[config.mk]
export PLATFORM = sky130hd
export DESIGN_NAME = czs_top
export DESIGN_NICKNAME = d
export VERILOG_FILES = /design/src/rtl/czs_pkg.sv /design/src/rtl/czs_top.sv /design/src/rtl/czs_sync.sv
export SDC_FILE = /design/constraint.sdc
export NUM_CORES = 2
export LEC_CHECK = 0
export ABC_AREA = 1
export BUFFER_PORTS_ARGS = -buffer_cell sky130_fd_sc_hd__buf_2
export CAP_MARGIN = 20
export CORE_MARGIN = 5
export CORE_UTILIZATION = 42
export CTS_CLUSTER_DIAMETER = 80
export CTS_CLUSTER_SIZE = 30
export DETAILED_ROUTE_END_ITERATION = 8
export PLACE_DENSITY_LB_ADDON = 0.12
export SLEW_MARGIN = 25
export SYNTH_ARGS = -nofsm -noshare
export SYNTH_HDL_FRONTEND = slang
export SYNTH_SLANG_ARGS = --single-unit
[constraint.sdc]
create_clock -name core_clk -period 10.49 [get_ports core_clk]
set_input_delay 0.5245 -clock core_clk [delete_from_list [all_inputs] [get_ports core_clk]]
set_output_delay 0.5245 -clock core_clk [all_outputs]
set_load 0.05 [all_outputs]
[src/rtl/czs_pkg.sv]
// Purpose: shared constants for the configuration serial slave and delay-zero logic
// Assumes: core_clk at 20 MHz
// Notes: times are kept in their own unit, cycle counts derive from them
package czs_pkg;
    localparam int unsigned CLK_HZ = 20000000;
    localparam int unsigned SHORT_NORMAL_MS = 8000;
    localparam int unsigned SHORT_FAST_MS = 1000;
    localparam longint unsigned SHORT_NORMAL_CYC = longint'(SHORT_NORMAL_MS) * CLK_HZ / 1000;
    localparam longint unsigned SHORT_FAST_CYC = longint'(SHORT_FAST_MS) * CLK_HZ / 1000;
    localparam int TMR_W = 28;
    localparam logic [6:0] SLAVE_ADDR = 7'h10;
    localparam logic [6:0] GENERAL_CALL = 7'h00;
    localparam int ADDR_RW_BIT = 0;
    localparam logic RW_WRITE = 1'b0;
    localparam logic RW_READ = 1'b1;
    localparam int REG_AW = 8;
    localparam int REG_DW = 8;
    localparam logic [7:0] LOC_RESET = 8'h00;
    localparam logic [2:0] BIT_LAST = 3'h7;
    typedef enum logic [2:0] {
        CZS_IDLE, CZS_ADDR, CZS_ADDR_ACK, CZS_LOC, CZS_LOC_ACK,
        CZS_WDATA, CZS_WDATA_ACK, CZS_RDATA
    } czs_state_e;
endpackage

[src/rtl/czs_top.sv]
// Purpose: configuration serial slave and delay-zero / shorted-thermistor shutdown control
// Assumes: serial clock and data sampled on core_clk, far slower than 20 MHz
// Notes: register storage is an internal flip-flop array reached only over the serial bus
`timescale 1ns/1ns
module czs_top
    import czs_pkg::*;
(
    input wire logic core_clk,
    input wire logic rst,
    input wire logic delay_zero_select,
    input wire logic thermistor_short,
    input wire logic charger_detect,
    input wire logic serial_clk_pin,
    input wire logic serial_data_pin_in,
    output logic serial_data_pin_out,
    output logic serial_data_pin_oe,
    output logic use_min_delay,
    output logic shutdown,
    output logic regulator_enable
);
    import czs_pkg::*;

    logic dz_s, ts_s, chg_s, scl_s, sda_s;
    czs_sync u_dz (
        .core_clk(core_clk),
        .rst(rst),
        .async_in(delay_zero_select),
        .sync_out(dz_s)
    );
    czs_sync u_ts (
        .core_clk(core_clk),
        .rst(rst),
        .async_in(thermistor_short),
        .sync_out(ts_s)
    );
    czs_sync u_chg (
        .core_clk(core_clk),
        .rst(rst),
        .async_in(charger_detect),
        .sync_out(chg_s)
    );
    czs_sync u_scl (
        .core_clk(core_clk),
        .rst(rst),
        .async_in(serial_clk_pin),
        .sync_out(scl_s)
    );
    czs_sync u_sda (
        .core_clk(core_clk),
        .rst(rst),
        .async_in(serial_data_pin_in),
        .sync_out(sda_s)
    );

    ////////////////////////////////////////////////////////////////////////////
    // shorted-thermistor timer and shutdown

    logic [TMR_W-1:0] short_tmr, next_short_tmr;
    logic shut, next_shut;
    logic [TMR_W-1:0] short_limit;

    always_comb begin
        // delay-zero picks the minimum qualification time
        if (dz_s) begin
            short_limit = TMR_W'(SHORT_FAST_CYC);
        end else begin
            short_limit = TMR_W'(SHORT_NORMAL_CYC);
        end
        next_short_tmr = short_tmr;
        next_shut = shut;
        if (shut) begin
            next_short_tmr = '0;
            if (chg_s) begin
                next_shut = 1'b0;
            end
        end else if (!ts_s) begin
            next_short_tmr = '0;
        end else if (short_tmr > short_limit) begin
            next_shut = 1'b1;
            next_short_tmr = '0;
        end else begin
            next_short_tmr = short_tmr + TMR_W'(1);
        end
    end

    always_ff @(posedge core_clk) begin
        if (rst) begin
            short_tmr <= '0;
            shut <= 1'b0;
            use_min_delay <= 1'b0;
            shutdown <= 1'b0;
            regulator_enable <= 1'b0;
        end else begin
            short_tmr <= next_short_tmr;
            shut <= next_shut;
            use_min_delay <= dz_s;
            shutdown <= next_shut;
            regulator_enable <= !next_shut;
        end
    end

    ////////////////////////////////////////////////////////////////////////////
    // serial slave: sampled line edges, start and stop detection

    logic scl_d, sda_d;
    always_ff @(posedge core_clk) begin
        if (rst) begin
            scl_d <= 1'b1;
            sda_d <= 1'b1;
        end else begin
            scl_d <= scl_s;
            sda_d <= sda_s;
        end
    end

    logic scl_rise, scl_fall, start_cond, stop_cond;
    assign scl_rise = scl_s && !scl_d;
    assign scl_fall = !scl_s && scl_d;
    assign start_cond = scl_s && scl_d && sda_d && !sda_s;
    assign stop_cond = scl_s && scl_d && !sda_d && sda_s;

    function automatic logic addr_match(input logic [7:0] b);
        // general call never matches since own address differs
        return (b[7:1] == SLAVE_ADDR) && (b[7:1] != GENERAL_CALL);
    endfunction

    ////////////////////////////////////////////////////////////////////////////
    // slave state machine

    czs_state_e state, next_state;
    logic [7:0] shreg, next_shreg;
    logic [2:0] bitn, next_bitn;
    logic [REG_AW-1:0] loc, next_loc;
    logic rd_mode, next_rd_mode;
    logic drv, next_drv;
    logic dout, next_dout;
    logic wr_en;
    logic [REG_DW-1:0] regs [0:(1<<REG_AW)-1];

    function automatic logic shreg_full(input logic [2:0] b);
        return b == 3'h0;
    endfunction

    logic got_bits, next_got_bits;
    logic byte_done;
    assign byte_done = shreg_full(bitn) && got_bits;
    always_comb begin
        next_got_bits = got_bits;
        if (start_cond || (scl_fall && byte_done) || state == CZS_IDLE) begin
            next_got_bits = 1'b0;
        end else if (scl_rise && (state == CZS_ADDR || state == CZS_LOC
                || state == CZS_WDATA)) begin
            next_got_bits = 1'b1;
        end
    end

    always_comb begin
        next_state = state;
        next_shreg = shreg;
        next_bitn = bitn;
        next_loc = loc;
        next_rd_mode = rd_mode;
        next_drv = drv;
        next_dout = dout;
        wr_en = 1'b0;
        if (!dz_s) begin
            next_state = CZS_IDLE;
            next_drv = 1'b0;
        end else if (stop_cond) begin
            next_state = CZS_IDLE;
            next_drv = 1'b0;
        end else if (start_cond) begin
            next_state = CZS_ADDR;
            next_bitn = '0;
            next_drv = 1'b0;
        end else begin
            unique case (state)
                CZS_IDLE: begin
                    next_drv = 1'b0;
                end
                CZS_ADDR, CZS_LOC, CZS_WDATA: begin
                    if (scl_rise) begin
                        next_shreg = {shreg[6:0], sda_s};
                        next_bitn = bitn + 3'h1;
                    end
                    if (scl_fall && byte_done) begin
                        if (state == CZS_ADDR) begin
                            if (addr_match(shreg)) begin
                                next_state = CZS_ADDR_ACK;
                                next_rd_mode = shreg[ADDR_RW_BIT] == RW_READ;
                                next_drv = 1'b1;
                                next_dout = 1'b0;
                            end else begin
                                next_state = CZS_IDLE;
                            end
                        end else if (state == CZS_LOC) begin
                            next_loc = shreg;
                            next_state = CZS_LOC_ACK;
                            next_drv = 1'b1;
                            next_dout = 1'b0;
                        end else begin
                            wr_en = 1'b1;
                            next_state = CZS_WDATA_ACK;
                            next_drv = 1'b1;
                            next_dout = 1'b0;
                        end
                    end
                end
                CZS_ADDR_ACK: begin
                    if (scl_fall) begin
                        next_bitn = '0;
                        if (rd_mode) begin
                            next_state = CZS_RDATA;
                            next_shreg = regs[loc];
                            next_dout = regs[loc][7];
                            next_drv = !regs[loc][7];
                        end else begin
                            next_state = CZS_LOC;
                            next_drv = 1'b0;
                        end
                    end
                end
                CZS_LOC_ACK: begin
                    if (scl_fall) begin
                        next_state = CZS_WDATA;
                        next_bitn = '0;
                        next_drv = 1'b0;
                    end
                end
                CZS_WDATA_ACK: begin
                    if (scl_fall) begin
                        // further bytes refused, pointer stays put
                        next_state = CZS_IDLE;
                        next_drv = 1'b0;
                    end
                end
                CZS_RDATA: begin
                    if (scl_fall) begin
                        if (bitn == BIT_LAST) begin
                            // single byte only; master nack or ack both end it
                            next_state = CZS_IDLE;
                            next_drv = 1'b0;
                        end else begin
                            next_bitn = bitn + 3'h1;
                            next_shreg = {shreg[6:0], 1'b0};
                            next_dout = shreg[6];
                            next_drv = !shreg[6];
                        end
                    end
                end
            endcase
        end
    end

    always_ff @(posedge core_clk) begin
        if (rst) begin
            state <= CZS_IDLE;
            shreg <= '0;
            bitn <= '0;
            loc <= LOC_RESET;
            rd_mode <= 1'b0;
            drv <= 1'b0;
            dout <= 1'b1;
            got_bits <= 1'b0;
            serial_data_pin_out <= 1'b0;
            serial_data_pin_oe <= 1'b0;
        end else begin
            state <= next_state;
            shreg <= next_shreg;
            bitn <= next_bitn;
            loc <= next_loc;
            rd_mode <= next_rd_mode;
            drv <= next_drv;
            dout <= next_dout;
            got_bits <= next_got_bits;
            // open drain: only ever pulls low, never touches the clock
            serial_data_pin_out <= 1'b0;
            serial_data_pin_oe <= next_drv;
        end
    end

    always_ff @(posedge core_clk) begin
        if (wr_en) begin
            regs[loc] <= shreg;
        end
    end
endmodule

[src/rtl/czs_sync.sv]
// Purpose: two-flop synchroniser for pin inputs
// Assumes: single clock domain
// Notes: first stage read only by second stage
`timescale 1ns/1ns
module czs_sync (
    input wire logic core_clk,
    input wire logic rst,
    input wire logic async_in,
    output logic sync_out
);
    logic stage1;
    always_ff @(posedge core_clk) begin
        if (rst) begin
            stage1 <= 1'b0;
            sync_out <= 1'b0;
        end else begin
            stage1 <= async_in;
            sync_out <= stage1;
        end
    end
endmodule

=== After elaboration in Yosys (flattened, before gate mapping) ===
Memories as Yosys holds them, arrays and structs flattened. A register that Yosys moved wholly into a read port is not among the register bits.
Cells that the tools add are included.

* Equality and inequality tests: 29
* Reductions and logical operators: 43
* Muxes and demuxes: 48
* Bitwise gates (word level): 5
* Add/sub/neg operators: 2
* $lt $le $gt $ge: 1

{| class="wikitable"
|+ Operator list
! kind !! count
|-
| $mux W8 || 7
|-
| $mux W3 || 12
|-
| $reduce_and A7 Y1 || 5
|-
| $add A28 B1 Y28 const B || 1
|-
| $gt A28 B28 Y1 || 1
|-
| $mux W28 || 1
|-
| $ne A3 B3 Y1 const B || 9
|-
| $pmux W8 S3 || 1
|-
| $mux W1 || 22
|-
| $ne A2 B2 Y1 const B || 9
|-
| $eq A3 B3 Y1 const B || 5
|-
| $pmux W3 S5 || 1
|-
| $logic_and A1 B1 Y1 || 11
|-
| $pmux W3 S3 || 1
|-
| $reduce_and A9 Y1 || 1
|-
| $reduce_or A4 Y1 || 2
|-
| $eq A7 B5 Y1 const B || 1
|-
| $logic_not A1 Y1 || 7
|-
| $reduce_bool A7 Y1 || 1
|-
| $eq A3 B2 Y1 const B || 2
|-
| $logic_not A3 Y1 || 2
|-
| $reduce_bool A6 Y1 || 1
|-
| $reduce_or A2 Y1 || 3
|-
| $reduce_or A3 Y1 || 2
|-
| 12 further kinds || 20
|}

* Register bits: 68
* Input bits: 7
* Memories kept: 1
* Logic and storage cells: 153
* Output and inout port bits: 5
* Memory bits (writable): 2,048

{| class="wikitable"
|+ Memory list
! memory !! depth !! width !! rd ports !! clocked after Yosys merged registers in !! write ports !! line !! text
|-
| regs || 256 || 8 || 1 || 1 || 1 || czs_top.sv:138 || <nowiki>logic [REG_DW-1:0] regs [0:(1<<REG_AW)-1];</nowiki>
|}

=== Depth between registers and ports, before layout ===
* Word-level depth: 10
* Depth in mapped cells: 18
* Mapped depth without buffers: 14

=== Hierarchy ===
Synthesis repeated with hierarchy kept, for this count alone.

* Cells, all modules: 7,403
* Area total of the unflattened synthesis: 86,274.0 sq um

{| class="wikitable"
|+ Modules (own cells, without submodules)
! module !! times used !! seq. area each (sq um) !! cells an instance !! area each (sq um)
|-
| czs_top || 1 || 62,820.2 || 7,373 || 85,998.7
|-
| czs_sync || 5 || 40.0 || 6 || 55.1
|}

=== Least setup slack after synthesis ===
No wires, ideal clock.

* Kind: reg-to-reg
* From: register shreg[6]
* To: register drv
* Library setup time: 0.109 ns
* Stages on the path, launching flop included: 8
* Slack: 5.782 ns
* Arrival: 4.599 ns
* Buffers on the path: 0
* Clock period less this slack: 4.708 ns
* Data required time: 10.381 ns
* Cells stage by stage: dfxtp_1 inv_1 nand2_1 nor3b_1 o32ai_1 a21oi_1 nand2_1 inv_1

* Longest elaborated chain between the ends: 4
* Elaborated cells on any way between the ends: 9
* Those cells by class: 2 x eq/ne; 3 x mux; 4 x reduce/logical

{| class="wikitable"
|+ Ends and longest elaborated chain
! element !! line !! text
|-
| start: declaration || czs_top.sv:131 || <nowiki>logic [7:0] shreg, next_shreg;</nowiki>
|-
| start signal: assignment || czs_top.sv:269 || <nowiki>shreg <= next_shreg;</nowiki>
|-
| $eq A7 B5 Y1 (tied with other cells) || czs_top.sv:124 || <nowiki>return (b[7:1] == SLAVE_ADDR) && (b[7:1] != GENERAL_CALL);</nowiki>
|-
| $logic_and A1 B1 Y1 / $mux W1 (equally long branches) || czs_top.sv:124, czs_top.sv:239 ||
|-
| $ne A3 B3 Y1 (no source line) / $mux W1 (equally long branches) || -- ||
|-
| $reduce_and A5 Y1 (no source line) / $pmux W1 S5 (equally long branches) || -- ||
|-
| end signal: assignment || czs_top.sv:273 || <nowiki>drv <= next_drv;</nowiki>
|-
| end: declaration || czs_top.sv:135 || <nowiki>logic drv, next_drv;</nowiki>
|}

Several ways; a longest one is shown, not always the timed one. The select of a mux whose other input is x is not followed.
A chain may end at the register's enable or synchronous reset.

==> key figures <==
Outcome
  • Outcome: finished clean

Pwr
  • Comb pwr share: 0.001
  • Part of the power in registers: 0.614
  • Leakage power: 31.9 nW
  • Clock share of power: 0.385
  • Cell Int Power: 11.7 mW
  • Max VDD drop: 0.137 mV
  • Pwr Density: 160 nW/um^2
  • P_sw: 3.21 mW
  • Net Sw Frac: 0.216

Drt
  • Routed vias/inst: 5.63
  • Final WL: 249000 um
  • Router iterations before antenna repair: 6
  • # DRC: 0
  • Vias: 55900
  • 1st-iter DRT viols: 6321
  • DR WL/cell: 25.1 um
  • Detail Route Antenna Nets: 0

CTS
  • Post-CTS setup buffer count: 0
  • Clock root buffer: clkbuf_16
  • Clk slew on worst S/H paths: 0.11 ns
  • Clk sink count: 2124
  • Htree depth: 3
  • TritonCTS clock tree: done
  • TritonCTS Buffers: 119
  • Post_cts resized: 0
  • Longest Clk Path Bufs: 3
  • Worst-Skew Late Latency: 0.82 ns
  • # hold bufs at CTS: 3

Die
  • I/O pins: 12
  • Die Width: 463 um
  • Core area: 205000 sq um
  • # rows: 166
  • Initial core utilization: 0.422
  • Die height: 463 um
  • Die ar.: 215000 sq um

Global routing
  • Grt ovf: 0
  • Largest net degree at the start of global routing: 208
  • First-pass GRT wire length: 368000 um
  • Vias in the first global route: 53400
  • Initial antenna violation count: 5
  • Total Routing Usage GR: 0.226

Timing
  • Pins over their slew limit: 0
  • Period utilization: 0.461
  • Tmin final: 4.84 ns
  • Peak Freq: 207 MHz
  • TNS Setup: 0 ns
  • Worst Skew: 0.0528 ns
  • Final setup viols: 0
  • Final WS setup: 5.65 ns
  • Tightest Pin Transition: 1.09 ns
  • Unrepaired setup endpoints after global routing: false
  • Fin. Hold Viols: 0
  • Relative slew slack: 0.274

Place
  • DP Area: 88400 sq um
  • DP HPWL: 136000 um
  • Gpl congestion: 0.809
  • Pre-CTS setup slack: 5.73 ns
  • Cells after DPL: 9689
  • IO buf count: 10

Worst setup path
  • Worst EP arrival: 5.57 ns
  • Worst setup SP type: register
  • Worst EP required: 11.22 ns
  • Crit Path Max Fanout: 83
  • Critical path class: reg -> reg
  • Crit end category: register

Synthesis
  • Syn avg cell area: 11.7 sq um
  • Async SR Flop Fraction: 0
  • Synth warnings: 0
  • Mapped Nets: 7416
  • #FFs+latches synth: 2124
  • Post-Syn Area: 86400 sq um
  • Post-synth top flop: edfxtp_1
  • Post-synth EDFFs: 2048
  • Unique masters post-synth: 47
  • Sequential element share of the synthesized area: 0.730
  • Cells after synthesis: 7396

Cells and area
  • Seq. cell area: 63100 sq um
  • P&R area growth vs syn: 7.61%
  • Commonest cells after routing, fill and taps aside: nand2_1, edfxtp_1, nand3_1, nor2_1, clkbuf_16
  • # fillers: 18500
  • Finished Layout Cells: 9926
  • Multi-input combinational cell area: 20800 sq um
  • Final instance area: 92900 sq um
  • Commonest non-fill, non-tap cell in the layout: nand2_1
  • Fin nets: 7147
  • Proportion of layout cells with a drive suffix above 1: 0.0539
  • Util after Layout: 0.454

Flow run
  • Maximum capacitance violations: 0

Worst hold path
  • Hold WC Path Type: in -> reg
## registers in the layout (all words and copies together) (netlist names), 3 cells and up, named ones only
register / flops
short_tmr: 28
shreg: 8
state: 3
loc: 8
bitn: 3
regs: 2048
## cell type report
| class | count | share of cell area |
|---|---|---|
| inverter | 96 | 0.00424 |
| antenna | 4 | 0.000108 |
| timing repair buffer | 101 | 0.00953 |
| clock inverter | 105 | 0.0154 |
| tap | 2688 | 0.0362 |
| sequential | 2124 | 0.679 |
| multi-input combinational | 4685 | 0.223 |
| clock buffer | 123 | 0.0327 |
## synthesized netlist by cell type, drive strengths merged, types with 5 or more instances
library cell | count | area (sq um)
a21oi | 42 | 210
buf | 361 | 1800
clkbuf | 130 | 488
dfxtp | 76 | 1520
edfxtp | 2048 | 61500
ha | 13 | 163
inv | 95 | 359
nand2 | 2118 | 7990
nand3 | 1981 | 9910
nand4 | 11 | 68.8
nor2 | 371 | 1400
nor3 | 20 | 150
nor4 | 11 | 96.3
o21ai | 61 | 305
o22ai | 22 | 138
xor2 | 5 | 43.8
## routing by layer
metal / track usage / part of all wire / routed length [um] / vias to the layer above
li1: - / - / - / 25600
met1: 0.329 / 0.45 / 111000 / 28200
met2: 0.360 / 0.47 / 116000 / 1833
met3: 0.0296 / 0.062 / 15300 / 273
met4: 0.0584 / 0.025 / 6120 / 0
met5: 0 / 0 / 0 / -
## per-stage QoR
stage | hold WS, ns | power (mW)
floorplan | 0.388 | 9.35
global placement | 0.390 | 9.35
detailed placement | 0.399 | 9.35
CTS | 0.00999 | 15.0
global route | 0.0271 | 15.3
finish | 0.0543 | 14.9
## kinds of logic after synthesis
| group | Yosys count | synth area share |
|---|---|---|
| AO/OA/AOI/OAI | 143 | 0.00916 |
| other | 1 | 0.0000434 |
| XOR/XNOR | 8 | 0.000811 |
| flip-flops | 2124 | 0.730 |
| buffers and inverters | 587 | 0.0307 |
| AND/OR/NAND/NOR | 4520 | 0.228 |
| adder cells (fa/ha/maj) | 13 | 0.00188 |
## power groups by stage
| stage | Clock [mW] | Sequential, mW | Combinational [mW] |
|---|---|---|---|
| after floorplan | 0 | 9.34 | 0.0101 |
| after global placement | 0 | 9.33 | 0.0176 |
| after detailed placement | 0 | 9.33 | 0.0178 |
| after CTS | 5.82 | 9.14 | 0.0188 |
| after global routing | 6.14 | 9.14 | 0.0209 |
| final | 5.73 | 9.14 | 0.0188 |
## critical path: stages (launching register included)
cell and delay (ns):
dfxtp_4 0.79, buf_4 0.71, buf_4 0.77, buf_4 0.83, nand2_1 0.12, nand3_1 0.13, nand3_1 0.09, nand3_1 0.18
nand3_1 0.13, nand3_1 0.17, nand3_1 0.20, nand3_1 0.21, nand2_1 0.08, nand2_1 0.08, nand3_1 0.06, nand2_1 0.06
inv_1 0.04
## path summary, 6_finish.rpt
kind                               start                  endpoint  slack (ns)  depth (start not counted)
setup reg to reg                register          drv$_SDFFE_PP0P_        5.65                         16
hold reg to reg   u_ts.stage1$_SDFF_PP0_  u_ts.sync_out$_SDFF_PP0_        0.40                          2
hold / removal        serial_data_pin_in   u_sda.stage1$_SDFF_PP0_        0.05                          3
setup / recovery                register          drv$_SDFFE_PP0P_        5.65                         16
Note: power is estimated with default switching activity, not from simulation.
